File: src/hdl/cold_load_pkg.sv
// shared constants and types of the cold load pick-up timer logic
package cold_load_pkg;
   // wishbone register byte offsets
   localparam logic [7:0] OFS_CONTROL     = 8'h00;
   localparam logic [7:0] OFS_LOW_THR     = 8'h04;
   localparam logic [7:0] OFS_HIGH_THR    = 8'h08;
   localparam logic [7:0] OFS_OVER_THR    = 8'h0c;
   localparam logic [7:0] OFS_START_DELAY = 8'h10;
   localparam logic [7:0] OFS_MAX_INRUSH  = 8'h14;
   localparam logic [7:0] OFS_MIN_HOLD    = 8'h18;
   localparam logic [7:0] OFS_STATUS      = 8'h1c;

   // field positions
   localparam int CTRL_ENABLE_BIT = 0;

   // currents in hundredths of nominal current
   localparam int CUR_W = 16;
   localparam int TMR_W = 19;
   localparam logic [CUR_W-1:0] LOW_THR_RST  = 16'h0014;
   localparam logic [CUR_W-1:0] HIGH_THR_RST = 16'h0078;
   localparam logic [CUR_W-1:0] OVER_THR_RST = 16'h00c8;

   // hysteresis: a flag clears below 97/100 of its setting
   localparam logic [23:0] HYS_NUM = 24'h000061;
   localparam logic [23:0] HYS_DEN = 24'h000064;

   // program cycle and timer settings, times in their own units
   localparam int TICK_US        = 5000;
   localparam int START_DELAY_MS = 10000;
   localparam int MAX_INRUSH_MS  = 30000;
   localparam int MIN_HOLD_MS    = 40;
   localparam int START_TICKS = START_DELAY_MS * 1000 / TICK_US;
   localparam int MAX_TICKS   = MAX_INRUSH_MS * 1000 / TICK_US;
   localparam int MIN_TICKS   = MIN_HOLD_MS * 1000 / TICK_US;
   localparam logic [TMR_W-1:0] START_RST = TMR_W'(START_TICKS);
   localparam logic [TMR_W-1:0] MAX_RST   = TMR_W'(MAX_TICKS);
   localparam logic [TMR_W-1:0] MIN_RST   = TMR_W'(MIN_TICKS);

   // condition status codes
   localparam logic [2:0] COND_NORMAL  = 3'h0;
   localparam logic [2:0] COND_LOW     = 3'h1;
   localparam logic [2:0] COND_OVER    = 3'h2;
   localparam logic [2:0] COND_ACTIVE  = 3'h3;
   localparam logic [2:0] COND_BLOCKED = 3'h4;

   typedef logic [2:0][CUR_W-1:0] phase_current_t;

   typedef enum logic [2:0] {
      S_NORMAL, S_LOW, S_BLOCKED, S_WAIT, S_HOLD, S_INRUSH
   } fsm_t;

   typedef struct packed {
      fsm_t             fsm;
      logic             blk;
      logic [8:0]       hys;
      logic [TMR_W-1:0] tcnt;
      logic [TMR_W-1:0] mcnt;
      logic             mdone;
      logic             enable;
      logic [CUR_W-1:0] low_thr;
      logic [CUR_W-1:0] high_thr;
      logic [CUR_W-1:0] over_thr;
      logic [TMR_W-1:0] start_delay;
      logic [TMR_W-1:0] max_inrush;
      logic [TMR_W-1:0] min_hold;
      logic             act;
      logic             blkd;
      logic [2:0]       cond;
      logic             ack;
      logic [31:0]      rdata;
   } state_t;
endpackage

File: src/hdl/cold_load_timer.sv
// cold load pick-up detector: thresholds, timers, blocking, wishbone regs
`timescale 1ns/10ps
module cold_load_timer (
   input  wire logic                        mclk,
   input  wire logic                        reset,
   input  wire logic                        wb_cyc_i,
   input  wire logic                        wb_stb_i,
   input  wire logic                        wb_we_i,
   input  wire logic [7:0]                  wb_adr_i,
   input  wire logic [3:0]                  wb_sel_i,
   input  wire logic [31:0]                 wb_dat_i,
   output      logic [31:0]                 wb_dat_o,
   output      logic                        wb_ack_o,
   input  wire logic                        program_tick,
   input  wire cold_load_pkg::phase_current_t measured_current,
   input  wire logic                        block_in,
   output      logic                        cold_load_active,
   output      logic                        blocked,
   output      logic [2:0]                  condition_status
);
   cold_load_pkg::state_t st;
   cold_load_pkg::state_t next_st;
   logic [8:0]            next_hys;
   logic [2:0][cold_load_pkg::CUR_W-1:0] thr;

   assign thr = {st.over_thr, st.high_thr, st.low_thr};

   // flag index is threshold*3 + phase; 0 low, 1 high, 2 over
   genvar g;
   generate
      for (g = 0; g < 9; g++) begin : g_hys
         logic        above;
         logic        under;
         logic [23:0] m100;
         logic [23:0] t97;
         assign m100  = 24'(measured_current[g % 3])
                        * cold_load_pkg::HYS_DEN;
         assign t97   = 24'(thr[g / 3]) * cold_load_pkg::HYS_NUM;
         assign above = measured_current[g % 3] > thr[g / 3];
         assign under = m100 < t97;
         // set on exceeding, clear only below 97 percent
         assign next_hys[g] = above ? 1'b1 :
                              (under ? 1'b0 : st.hys[g]);
      end
   endgenerate

   // conditions as seen after this tick's update
   logic lo_now;
   logic hi_now;
   logic ov_now;
   assign lo_now = ~|next_hys[2:0];
   assign hi_now = &next_hys[5:3];
   assign ov_now = |next_hys[8:6];

   function automatic logic [31:0] merge(input logic [31:0] old,
                                         input logic [31:0] wd,
                                         input logic [3:0]  sel);
      logic [31:0] r;
      r = old;
      for (int b = 0; b < 4; b++) begin
         if (sel[b]) begin
            r[8*b +: 8] = wd[8*b +: 8];
         end
      end
      return r;
   endfunction

   always_comb begin
      logic [cold_load_pkg::TMR_W-1:0] c;
      logic                            req;
      logic                            act_st;
      logic [31:0]                     w;
      c = '0;
      w = '0;
      next_st = st;
      req = wb_cyc_i & wb_stb_i & ~st.ack;
      next_st.ack = req;
      next_st.rdata = 32'h0;
      act_st = (st.fsm == cold_load_pkg::S_WAIT)
               || (st.fsm == cold_load_pkg::S_HOLD)
               || (st.fsm == cold_load_pkg::S_INRUSH);
      if (req && !wb_we_i) begin
         unique case (wb_adr_i)
            cold_load_pkg::OFS_CONTROL:
               next_st.rdata = {31'h0, st.enable};
            cold_load_pkg::OFS_LOW_THR:
               next_st.rdata = {16'h0, st.low_thr};
            cold_load_pkg::OFS_HIGH_THR:
               next_st.rdata = {16'h0, st.high_thr};
            cold_load_pkg::OFS_OVER_THR:
               next_st.rdata = {16'h0, st.over_thr};
            cold_load_pkg::OFS_START_DELAY:
               next_st.rdata = {13'h0, st.start_delay};
            cold_load_pkg::OFS_MAX_INRUSH:
               next_st.rdata = {13'h0, st.max_inrush};
            cold_load_pkg::OFS_MIN_HOLD:
               next_st.rdata = {13'h0, st.min_hold};
            cold_load_pkg::OFS_STATUS:
               next_st.rdata = {20'h0, st.mdone, ~|st.hys[2:0],
                                &st.hys[5:3], |st.hys[8:6],
                                st.fsm, st.cond, st.blkd,
                                st.act};
            default:
               next_st.rdata = 32'h0;
         endcase
      end
      if (req && wb_we_i) begin
         unique case (wb_adr_i)
            cold_load_pkg::OFS_CONTROL: begin
               w = merge({31'h0, st.enable}, wb_dat_i, wb_sel_i);
               next_st.enable = w[cold_load_pkg::CTRL_ENABLE_BIT];
            end
            cold_load_pkg::OFS_LOW_THR: begin
               w = merge({16'h0, st.low_thr}, wb_dat_i, wb_sel_i);
               next_st.low_thr = w[15:0];
            end
            cold_load_pkg::OFS_HIGH_THR: begin
               w = merge({16'h0, st.high_thr}, wb_dat_i, wb_sel_i);
               next_st.high_thr = w[15:0];
            end
            cold_load_pkg::OFS_OVER_THR: begin
               w = merge({16'h0, st.over_thr}, wb_dat_i, wb_sel_i);
               next_st.over_thr = w[15:0];
            end
            cold_load_pkg::OFS_START_DELAY: begin
               w = merge({13'h0, st.start_delay}, wb_dat_i, wb_sel_i);
               next_st.start_delay = w[18:0];
            end
            cold_load_pkg::OFS_MAX_INRUSH: begin
               w = merge({13'h0, st.max_inrush}, wb_dat_i, wb_sel_i);
               next_st.max_inrush = w[18:0];
            end
            cold_load_pkg::OFS_MIN_HOLD: begin
               w = merge({13'h0, st.min_hold}, wb_dat_i, wb_sel_i);
               next_st.min_hold = w[18:0];
            end
            default: ;
         endcase
      end

      // all decisions happen once per program cycle
      if (program_tick) begin
         next_st.blk = block_in;
         next_st.hys = next_hys;
         // release paths win over everything else in active states
         if (act_st && (block_in || ov_now)) begin
            next_st.fsm = cold_load_pkg::S_NORMAL;
         end else begin
            unique case (st.fsm)
               cold_load_pkg::S_NORMAL: begin
                  next_st.tcnt = '0;
                  if (lo_now) begin
                     if (st.start_delay == '0) begin
                        next_st.fsm = block_in ?
                           cold_load_pkg::S_BLOCKED :
                           cold_load_pkg::S_WAIT;
                     end else begin
                        next_st.fsm = cold_load_pkg::S_LOW;
                     end
                  end
               end
               cold_load_pkg::S_LOW: begin
                  c = st.tcnt + 1'b1;
                  if (!lo_now) begin
                     next_st.fsm = cold_load_pkg::S_NORMAL;
                  end else if (c >= st.start_delay) begin
                     next_st.fsm = block_in ?
                        cold_load_pkg::S_BLOCKED :
                        cold_load_pkg::S_WAIT;
                  end else begin
                     next_st.tcnt = c;
                  end
               end
               cold_load_pkg::S_BLOCKED: begin
                  // no timing here; left once the low load ends
                  if (!lo_now) begin
                     next_st.fsm = cold_load_pkg::S_NORMAL;
                  end
               end
               cold_load_pkg::S_WAIT: begin
                  next_st.mcnt = '0;
                  next_st.mdone = (st.min_hold == '0);
                  next_st.tcnt = '0;
                  if (hi_now) begin
                     next_st.fsm = cold_load_pkg::S_INRUSH;
                  end else if (!lo_now) begin
                     next_st.fsm = (st.min_hold == '0) ?
                        cold_load_pkg::S_NORMAL :
                        cold_load_pkg::S_HOLD;
                  end
               end
               cold_load_pkg::S_HOLD: begin
                  c = st.mcnt + 1'b1;
                  next_st.tcnt = '0;
                  if (c >= st.min_hold) begin
                     next_st.mdone = 1'b1;
                  end else begin
                     next_st.mcnt = c;
                  end
                  if (hi_now) begin
                     next_st.fsm = cold_load_pkg::S_INRUSH;
                  end else if (c >= st.min_hold || st.mdone) begin
                     next_st.fsm = cold_load_pkg::S_NORMAL;
                  end
               end
               cold_load_pkg::S_INRUSH: begin
                  // min hold keeps running alongside the inrush timer
                  if (st.mcnt + 1'b1 >= st.min_hold) begin
                     next_st.mdone = 1'b1;
                  end else begin
                     next_st.mcnt = st.mcnt + 1'b1;
                  end
                  c = st.tcnt + 1'b1;
                  if (c >= st.max_inrush) begin
                     next_st.fsm = cold_load_pkg::S_NORMAL;
                  end else if (!hi_now) begin
                     // a hold that runs out on this very tick counts
                     next_st.fsm = next_st.mdone ?
                        cold_load_pkg::S_NORMAL :
                        cold_load_pkg::S_HOLD;
                  end else begin
                     next_st.tcnt = c;
                  end
               end
               default: next_st.fsm = cold_load_pkg::S_NORMAL;
            endcase
         end
         if (!st.enable) begin
            next_st.fsm = cold_load_pkg::S_NORMAL;
         end
      end

      next_st.act = (next_st.fsm == cold_load_pkg::S_WAIT)
                    || (next_st.fsm == cold_load_pkg::S_HOLD)
                    || (next_st.fsm == cold_load_pkg::S_INRUSH);
      next_st.blkd = next_st.fsm == cold_load_pkg::S_BLOCKED;
      if (next_st.act) begin
         next_st.cond = cold_load_pkg::COND_ACTIVE;
      end else if (next_st.blkd) begin
         next_st.cond = cold_load_pkg::COND_BLOCKED;
      end else if (|next_st.hys[8:6]) begin
         next_st.cond = cold_load_pkg::COND_OVER;
      end else if (~|next_st.hys[2:0]) begin
         next_st.cond = cold_load_pkg::COND_LOW;
      end else begin
         next_st.cond = cold_load_pkg::COND_NORMAL;
      end
   end

   always_ff @(posedge mclk) begin
      if (reset) begin
         st             <= '0;
         st.fsm         <= cold_load_pkg::S_NORMAL;
         st.enable      <= 1'b1;
         st.low_thr     <= cold_load_pkg::LOW_THR_RST;
         st.high_thr    <= cold_load_pkg::HIGH_THR_RST;
         st.over_thr    <= cold_load_pkg::OVER_THR_RST;
         st.start_delay <= cold_load_pkg::START_RST;
         st.max_inrush  <= cold_load_pkg::MAX_RST;
         st.min_hold    <= cold_load_pkg::MIN_RST;
      end else begin
         st <= next_st;
      end
   end

   assign wb_ack_o         = st.ack;
   assign wb_dat_o         = st.rdata;
   assign cold_load_active = st.act;
   assign blocked          = st.blkd;
   assign condition_status = st.cond;

   a_block_sampled: assert property (
      @(posedge mclk) disable iff (reset)
      !program_tick |=> $stable(st.blk))
      else $error("block sample changed off tick");

   a_act_unblocked: assert property (
      @(posedge mclk) disable iff (reset)
      $rose(cold_load_active) |-> !st.blk && !blocked)
      else $error("activation while blocked");

   a_blocked_only: assert property (
      @(posedge mclk) disable iff (reset)
      $rose(blocked) |-> st.blk && !cold_load_active)
      else $error("blocked raised without block");

   a_block_release: assert property (
      @(posedge mclk) disable iff (reset)
      program_tick && cold_load_active && block_in
      |=> !cold_load_active && !blocked)
      else $error("block did not release activation");

   a_over_release: assert property (
      @(posedge mclk) disable iff (reset)
      program_tick && cold_load_active && ov_now
      |=> !cold_load_active)
      else $error("overcurrent did not release");

   a_inrush_bound: assert property (
      @(posedge mclk) disable iff (reset)
      st.fsm == cold_load_pkg::S_INRUSH
      |-> st.tcnt < st.max_inrush)
      else $error("inrush timer passed its limit");

   a_status_code: assert property (
      @(posedge mclk) disable iff (reset)
      (cold_load_active |-> condition_status == 3'h3)
      and (blocked |-> condition_status == 3'h4))
      else $error("condition status mismatch");

   a_start_source: assert property (
      @(posedge mclk) disable iff (reset)
      $rose(cold_load_active) |-> $past(program_tick)
      && (st.start_delay == '0 || $past(st.fsm)
          == cold_load_pkg::S_LOW))
      else $error("activation without full low period");

   a_hold_bound: assert property (
      @(posedge mclk) disable iff (reset)
      st.fsm == cold_load_pkg::S_HOLD |-> st.mcnt < st.min_hold)
      else $error("min hold counter passed its limit");
endmodule

File: config.mk
export PLATFORM = sky130hd
export DESIGN_NAME = cold_load_timer
export DESIGN_NICKNAME = d
export VERILOG_FILES = /design/src/hdl/cold_load_pkg.sv /design/src/hdl/cold_load_timer.sv
export SDC_FILE = /design/constraint.sdc
export NUM_CORES = 1
export LEC_CHECK = 0
export ABC_AREA = 1
export BUFFER_PORTS_ARGS = -buffer_cell sky130_fd_sc_hd__buf_4
export CAP_MARGIN = 40
export CORE_MARGIN = 2
export CORE_UTILIZATION = 40
export CTS_CLUSTER_SIZE = 12
export DETAILED_ROUTE_END_ITERATION = 10
export PLACE_DENSITY = 0.63
export SYNTH_ARGS = -nofsm -noshare
export SYNTH_HDL_FRONTEND = slang
export SYNTH_SLANG_ARGS = --single-unit
File: constraint.sdc
create_clock -name mclk -period 14.67 [get_ports mclk]
set_input_delay 0 -clock mclk [delete_from_list [all_inputs] [get_ports mclk]]
set_output_delay 0 -clock mclk [all_outputs]
set_load 0.01 [all_outputs]
## Word-level counts from Yosys, hierarchy flattened

Index checks and enable logic that the tools add are counted.

- Flip-flop bits (word level): 196
- Logic and storage cells: 182

- Equal/unequal tests: 20
- $add $sub $neg: 2
- Bitwise gates (word level): 5
- Multiply operators: 6
- Reduce and logical (&&, ||, !) cells: 46
- Magnitude comparators: 21
- Mux-type cells: 53

Operators with widths:

| operator | number |
|---|---|
| $lt A23 B23 Y1 | 9 |
| $pmux W19 S8 | 1 |
| $gt A16 B16 Y1 | 9 |
| $mux W19 | 5 |
| $mul A16 B7 Y23 const B | 3 |
| $mul A16 B5 Y21 const B | 3 |
| $pmux W20 S3 | 1 |
| $ge A19 B19 Y1 | 3 |
| $pmux W19 S3 | 1 |
| $reduce_and A3 Y1 | 19 |
| $mux W52 | 1 |
| $mux W3 | 15 |
| $mux W39 | 1 |
| $add A19 B1 Y19 const B | 2 |
| $logic_not A19 Y1 | 2 |
| $eq A8 B5 Y1 const B | 4 |
| $mux W1 | 24 |
| $reduce_or A3 Y1 | 7 |
| $pmux W3 S6 | 1 |
| $eq A8 B4 Y1 const B | 2 |
| $eq A3 B2 Y1 const B | 4 |
| $eq A3 B3 Y1 const B | 4 |
| $eq A8 B3 Y1 const B | 1 |
| $logic_not A8 Y1 | 1 |
| other kinds (12) | 30 |

## Logic depth before layout (Yosys ltp)

Gate-level depths: netlist of the first run.

- Depth after elaboration: 21
- Mapped depth: 39
- Depth with buffers taken out: 39

## Least setup slack after synthesis of the first run

No wires, ideal clock.

- Path kind: flip-flop to flip-flop
- From: reg st[100] in the netlist's numbering
- To: reg st[178] in the netlist's numbering
- Path buffers: 1
- Setup slack: 8.896 ns
- Stages on the path, launching flop included: 35
- Data arrival time: 5.634 ns
- Setup time: 0.140 ns
- Required time: 14.530 ns
- Period minus slack after synthesis: 5.774 ns
- Path through: dfxtp_1 > ha_1 > ha_1 > ha_1 > inv_1 > fa_1 > inv_1 > ha_1 > a21oi_1 > nor2_1 > a211oi_1 > o21ai_0 > a21oi_1 > o21bai_1 > a21oi_1 > o21bai_1 > a21oi_1 > o21ai_0 > a21o_1 > a21oi_1 > xor2_1 > ha_1 > nand2_1 > nor2_1 > a211oi_1 > o2111ai_1 > nand2_1 > nand2_1 > nor2_1 > a21boi_0 > a211oi_1 > nand3_4 > buf_4 > nand2_1 > a21oi_2

- Word-level cells in the longest chain between the ends: 9
- Elaborated cells on any way between the ends: 18
- Those cells by class: mul (1); order compare (6); mux (6); bitwise (1); reduce/logical (4)

RTL lines:

| element | RTL line | text |
|---|---|---|
| start: declaration | cold_load_timer.sv:21 | `cold_load_pkg::state_t st;` |
| start signal: assignment | cold_load_timer.sv:262 | `st <= next_st;` |
| $mul A16 B7 Y23 | cold_load_timer.sv:38 | `assign t97 = 24'(thr[g / 3]) * cold_load_pkg::HYS_NUM;` |
| $lt A23 B23 Y1 | cold_load_timer.sv:40 | `assign under = m100 < t97;` |
| $mux W1 | cold_load_timer.sv:43 | `(under ? 1'b0 : st.hys[g]);` |
| $mux W1 | cold_load_timer.sv:42 | `assign next_hys[g] = above ? 1'b1 :` |
| $reduce_or A3 Y1 (*) | cold_load_timer.sv:53 | `assign ov_now = \|next_hys[8:6];` |
| $logic_or A1 B1 Y1 (*) | cold_load_timer.sv:146 | `if (act_st && (block_in \|\| ov_now)) begin` |
| $logic_and A1 B1 Y1 (*) | cold_load_timer.sv:146 |  |
| $not A1 Y1 (no line) (*) | - |  |
| $reduce_and A7 Y1 (no line) (*) | - |  |

Mark *: on every way between the ends. The rest lies on a longest branch, timed or not.
A chain may end at the register's enable or synchronous reset.

## Final worst setup path of the first run

- From: reg st[98] in the netlist's numbering
- To: reg st[164] in the netlist's numbering

Same word-level chain as after synthesis.

==> results of run 1 <==
state kept, by name (all words and copies together) (netlist names):
name,flops
wb_ack_o,1
condition_status,3
cold_load_active,1
st,157
blocked,1
wb_dat_o,19
worst paths after layout:
check | cells after the start | to | from | slack [ns]
max | 33 | st[164]$_SDFFE_PP0P_ | st[98]$_SDFFE_PP1P_ | 7.18
min | 5 | st[143]$_SDFFE_PP1P_ | wb_adr_i[2] | 0.04
max reg2reg | 33 | st[164]$_SDFFE_PP0P_ | st[98]$_SDFFE_PP1P_ | 7.18
min reg2reg | 2 | st[155]$_SDFFE_PP0P_ | st[155]$_SDFFE_PP0P_ | 0.46
power by group:
part	switching (W)	internal [W]
Combinational	0.000831	0.000462
Sequential	0.00000334	0.000498
Clock	0.000224	0.000244
per-stage QoR:
step / std cells / power [W] / util [%]
detailed placement: 4791 / 0.00177 / 42.6
global placement: 4789 / 0.00174 / 42.5
finish: 4849 / 0.00226 / 43.8
global route: 4848 / 0.00246 / 43.8
floorplan: 3867 / 0.00141 / -
CTS: 4848 / 0.00224 / 43.8
area by class of cell:
cell class	instances	area (sq um)	share of cell area [%]
repair buffers	141	1120	3.74
diodes	1	2.50	0.00835
inverters	706	2650	8.85
flip-flops and latches	182	3640	12.2
well taps	882	1100	3.68
clock buffers	19	443	1.48
multi-input cells	2905	20900	69.6
clock inverters	13	139	0.463
cells by family after synthesis:
family / count (synthesis) / share of synthesized area [%]
flops: 182 / 13.2
xor+xnor: 95 / 3.02
other cells: 1 / 0.0136
simple gates: 1298 / 20.4
buf+inv: 780 / 11.2
fa+ha+maj: 787 / 37.3
compound gates: 712 / 14.9
synthesized netlist by cell type, drive strengths merged, types with 5 or more instances:
cell type    n
clkbuf      33
nor2       210
clkinv       5
o2111ai      6
o21bai      15
nor4        10
nand2      774
buf         41
xor2        69
nand3      147
o22ai       32
nor3        48
a31oi       25
fa          57
o211ai      32
a211oi      17
o21ai      148
a221oi      12
nand4       88
and2        10
inv        701
o21a         9
dfxtp      182
xnor2       26
a21oi      378
o221ai      18
ha         730
metal layers:
metal | global-route usage, % | share of wire [%] | up-vias
met5 | 0 | 0.012 | -
met4 | 6.30 | 2.3 | 2
met3 | 3.39 | 7.4 | 102
met2 | 39.2 | 44 | 758
met1 | 34.3 | 47 | 11700
li1 | - | - | 13100
cells in the final DEF (no fill, tap or decap), types with 12 or more instances in the layout:
cell type	netlist	layout
a211oi_1	13	13
a21oi_1	365	365
a21oi_2	13	13
a221oi_1	12	12
a31oi_1	25	25
buf_4	36	116
clkbuf_16	0	17
conb_1	1	13
dfxtp_1	182	182
dlygate4sd3_1	0	25
fa_1	57	57
ha_1	730	730
inv_1	692	691
nand2_1	750	750
nand2_2	24	24
nand3_1	132	132
nand3_2	14	14
nand4_1	88	88
nor2_1	202	202
nor3_1	42	42
o211ai_1	32	32
o21ai_0	143	143
o21bai_1	15	15
o221ai_1	18	18
o22ai_1	32	32
xnor2_1	26	26
xor2_1	69	69
worst max-delay path: cells and delay by family (launching register included):
kind	cells	cell delay (ns)
AOI/OAI and AO/OA	16	2.93
adders and majority gates	6	2.04
and+or+nand+nor	7	1.21
buffers and inverters	3	0.41
xor gates and xnor gates	1	0.41
DFF	1	0.33
timing repair:
action                    CTS  global route
gates resized for setup     0             0
hold buffers               25             0
hold endpoints to repair  124             0
==> qor.yml, run 1 <==
arrival_ns: 7.83
rows: 96
outcome: "completed"
rsz0062_at_grt: "false"
crit_required_ns: 15.01
power_density_nw_per_um2: 75.5
cts_tree: "yes"
ys_ff_latch: 182
numPortBuffers: 109
grt.total_usage_pct: 24.5
syn_area_sq_um: 27600
crit_fanout: 28
first_global_vias: 23400
hp-class: "input pin to register"
die_h_um: 267
yosysTopAreaCellShare_pct: 33.1
synth_ff_type: "dfxtp_1"
vias_per_cell: 5.30
clock_skew_ns: 0.0152
ys_seq_area_share_pct: 13.2
clockRootBuffer: "clkbuf_16"
wl_per_cell_um: 18.2
min_period_ns: 7.49
timing.final.ws_setup_ns: 7.18
dieArea_sq_um: 71000
cpMaxStageDelayCell: "fa_1"
leakagePower_nw: 16.0
cts_setup_buffers: 0
postSynthCellCount: 3855
hold_ws_ns: 0.0352
dieWidth_um: 267
async_flop_share_pct: 0
drc: 0
synth_top_cell_by_area: "ha_1"
period_share_pct: 51.0
preCtsSetupSlack_ns: 7.39
nets: 4839
relSlewSlack_pct: 42.2
setup_violations: 0
synth_area_leaders: "ha_1 (33%), dfxtp_1 (13%), nand2_1 (10%)"
cts_buffers: 17
path_clk_slew_ns: 0.07
synth-edff-count: 0
grt_pass1_wl_um: 134000
clockBufferDepth: 2
cp-end-kind: "register"
synth_area_per_cell_sq_um: 7.15
maxSlewViolCount: 0
overflow: 0
dpl_cell_area_sq_um: 29100
maxCapViolations: 0
tightestPinTransition_ns: 0.864
syn_to_final_growth_pct: 8.76
clock.fmax_mhz: 134
ys_types: 63
drt-pass1-iter-count: 5
antenna_found_initial: 3
clock-sinks: 182
fin_area_sq_um: 30000
peakVddDrop_mv: 0.0691
start_util_pct: 40.3
ios: 137
core_area_sq_um: 68500
cpPeakStageDelay_ns: 0.50
antenna_left: 0
routed-via-count: 25700
clk-insertion-delay-late_ns: 0.45
cp-start-kind: "register"
grt_max_degree: 61
setup_tns_ns: 0
drtIter0Drc: 2085
gp_congestion: 0.949
hold_viol: 0
yosys_warnings: 0
dpl.hpwl_um: 75000
cts_max_level: 4
nFillCells: 7082
drt_wl_total_um: 88000
drive_above_1_share_pct: 5.90
crit_type: "register to register"
Power figures use the tool's default switching activity.
==> run 2: changes to the inputs <==
==> constraint.sdc (replaced) <==
create_clock -name mclk -period 7.3 [get_ports mclk]
set_input_delay 0 -clock mclk [delete_from_list [all_inputs] [get_ports mclk]]
set_output_delay 0 -clock mclk [all_outputs]
set_load 0.01 [all_outputs]
==> qor.yml, run 2 (synthesis gave the netlist of run 1 again) <==
outcome: "completed"  # unchanged
relSlewSlack_pct: 42.4  # was 42.2%
clock-sinks: 182  # unchanged
layout_common_cells: "nand2_1 (750), ha_1 (730), inv_1 (690)"  # was nand2_1 (750), ha_1 (730), inv_1 (691)
clockBufferDepth: 2  # unchanged
gp_congestion: 0.988  # was 0.949
r2r_end: "st[145]$_SDFFE_PP0P_"  # was st[164]$_SDFFE_PP0P_
timing.final.ws_setup_ns: 0.493  # was 7.18 ns
die_h_um: 267  # unchanged
multi_input_area_sq_um: 20900  # about the same
preCtsSetupSlack_ns: 0.337  # was 7.39 ns
numPortBuffers: 109  # unchanged
crit_family: "compound AO/OA/AOI/OAI gates"  # unchanged
r2r_cells: 36  # was 33
dpl_cell_area_sq_um: 29200  # was 29100 sq um
grt_max_degree: 80  # was 61
maxSlewViolCount: 0  # unchanged
grt.total_usage_pct: 25.0  # was 24.5%
arrival_ns: 7.15  # was 7.83 ns
cp_num_cells: 36  # was 33
peakVddDrop_mv: 0.150  # was 0.0691 mV
dieWidth_um: 267  # unchanged
nets: 4845  # was 4839
setup.worst_path.end: "st[145]$_SDFFE_PP0P_"  # was st[164]$_SDFFE_PP0P_
maxCapViolations: 0  # unchanged
nFillCells: 7126  # was 7082
drive_above_1_share_pct: 6.14  # was 5.90%
clk-insertion-delay-late_ns: 0.46  # was 0.45 ns
ios: 137  # unchanged
vias_per_cell: 5.38  # was 5.30
core_area_sq_um: 68500  # unchanged
crit_fanout: 17  # was 28
crit_required_ns: 7.65  # was 15.01 ns
clock.fmax_mhz: 147  # was 134 MHz
tightestPinTransition_ns: 0.856  # was 0.864 ns
antenna_left: 0  # unchanged
swShare_pct: 47.5  # was 46.8%
crit_path_start: "st[98]$_SDFFE_PP1P_"  # unchanged
drc: 0  # unchanged
drtIter0Drc: 2093  # was 2085
hp-class: "input pin to register"  # unchanged
cts_buffers: 17  # unchanged
rows: 96  # unchanged
dieArea_sq_um: 71000  # unchanged
worstReg2RegStart: "st[98]$_SDFFE_PP1P_"  # unchanged
top_register: "st"  # unchanged
wl_per_cell_um: 18.5  # was 18.2 um
power_frac_comb_pct: 57.1  # about the same
hold_viol: 0  # unchanged
syn_to_final_growth_pct: 9.15  # was 8.76%
setup_violations: 0  # unchanged
clock_skew_ns: 0.0187  # was 0.0152 ns
routed-via-count: 26100  # was 25700
power_w: 0.00461  # was 0.00226 W
largest_reg_flops: 157  # unchanged
period_share_pct: 93.2  # was 51.0%
fin_util_pct: 43.9  # was 43.8%
cp-end-kind: "register"  # unchanged
cpPeakStageDelay_ns: 0.50  # about the same
seq_power_share_pct: 21.8  # was 22.2%
grt_pass1_wl_um: 137000  # was 134000 um
cpMaxStageDelayCell: "fa_1"  # unchanged
dpl.hpwl_um: 76800  # was 75000 um
cts_tree: "yes"  # unchanged
start_util_pct: 40.3  # unchanged
path_clk_slew_ns: 0.08  # was 0.07 ns
overflow: 0  # unchanged
p_clk_share_pct: 21.0  # was 20.7%
cts_max_level: 4  # unchanged
internal_power_w: 0.00242  # was 0.00120 W
antennaDiodeCount: 0  # was 1
crit_type: "register to register"  # unchanged
leakagePower_nw: 16.0  # about the same
drt_wl_total_um: 90000  # was 88000 um
drt-pass1-iter-count: 6  # was 5
path_buf_inv: 5  # was 3
seqCellArea_sq_um: 3640  # unchanged
fin_area_sq_um: 30100  # was 30000 sq um
clockRootBuffer: "clkbuf_16"  # unchanged
rrSetupSlack_ns: 0.49  # was 7.18 ns
min_period_ns: 6.81  # was 7.49 ns
antenna_found_initial: 4  # was 3
final_common_cell: "nand2_1"  # unchanged
first_global_vias: 23900  # was 23400
power_density_nw_per_um2: 153  # was 75.5 nW/um^2
switchingPower_w: 0.00219  # was 0.00106 W
cp-start-kind: "register"  # unchanged
run 2: cell count changes in the layout (fill, tap and decap cells not counted), moves of 2 or more:
cell / before / now
buf_4: 116 / 118
clkinv_8: 1 / 3
buf_12: 0 / 2
nor2_1: 202 / 200
clkinv_4: 2 / 0
inv_8: 1 / 4
nor2_2: 8 / 10
run 2: stage by stage:
stage          setup TNS (ns)  hold WS (ns)  std cells
6_report                    0        0.0144       4854
3_3_place_gp                0         0.284       4791
5_1_grt               -0.0118        0.0263       4854
3_5_place_dp                0         0.281       4794
4_1_cts                     0       0.00198       4851
2_1_floorplan               0         0.126       3867
run 2: area by class of cell:
type | count | share of cell area (%)
flip-flops and latches | 182 | 12.1
repair buffers | 147 | 3.96
clock inverters | 14 | 0.582
well taps | 882 | 3.67
inverters | 706 | 8.83
clock buffers | 18 | 1.43
multi-input cells | 2905 | 69.4
run 2: worst min path at each step:
stage	startpoint	end	slack [ns]	cells after the start
4_1_cts	program_tick	st[184]$_SDFF_PP0_	0.002	4
3_3_place_gp	wb_dat_i[3]	st[114]$_SDFFE_PP1P_	0.28	3
5_1_grt	wb_adr_i[6]	wb_dat_o[16]$_SDFF_PP0_	0.03	6
3_5_place_dp	wb_dat_i[3]	st[41]$_SDFFE_PP1P_	0.28	3
6_report	program_tick	st[184]$_SDFF_PP0_	0.01	4
2_1_floorplan	wb_dat_i[0]	st[143]$_SDFFE_PP1P_	0.13	2
run 2: worst min-delay path, stage by stage:
cell     delay, ns
buf_4         0.19
nand2_1       0.07
o21ai_0       0.10
nor2_1        0.05
run 2: power groups by stage:
| stage | Sequential [W] | Clock [W] | Combinational [W] |
|---|---|---|---|
| after floorplan | 0.00103 | 0 | 0.00181 |
| after global placement | 0.00103 | 0 | 0.00252 |
| after detailed placement | 0.00103 | 0 | 0.00256 |
| after CTS | 0.00101 | 0.000973 | 0.00259 |
| after global routing | 0.00101 | 0.00101 | 0.00300 |
| final | 0.00101 | 0.000971 | 0.00264 |
run 2: per-layer routing:
| layer | vias up | global-route usage [%] | routed length (um) |
|---|---|---|---|
| li1 | 13200 | - | - |
| met1 | 11900 | 34.8 | 41300 |
| met2 | 889 | 39.9 | 39000 |
| met3 | 163 | 3.49 | 6890 |
| met4 | 0 | 7.59 | 2750 |
| met5 | - | 0 | 0 |
run 2: what timing repair did:
item                       4_1_cts  5_1_grt
hold endpoints to repair       103        0
hold buffers                    25        0
setup endpoints to repair        0       40
setup buffers                    0        3
gates resized for setup          0        7
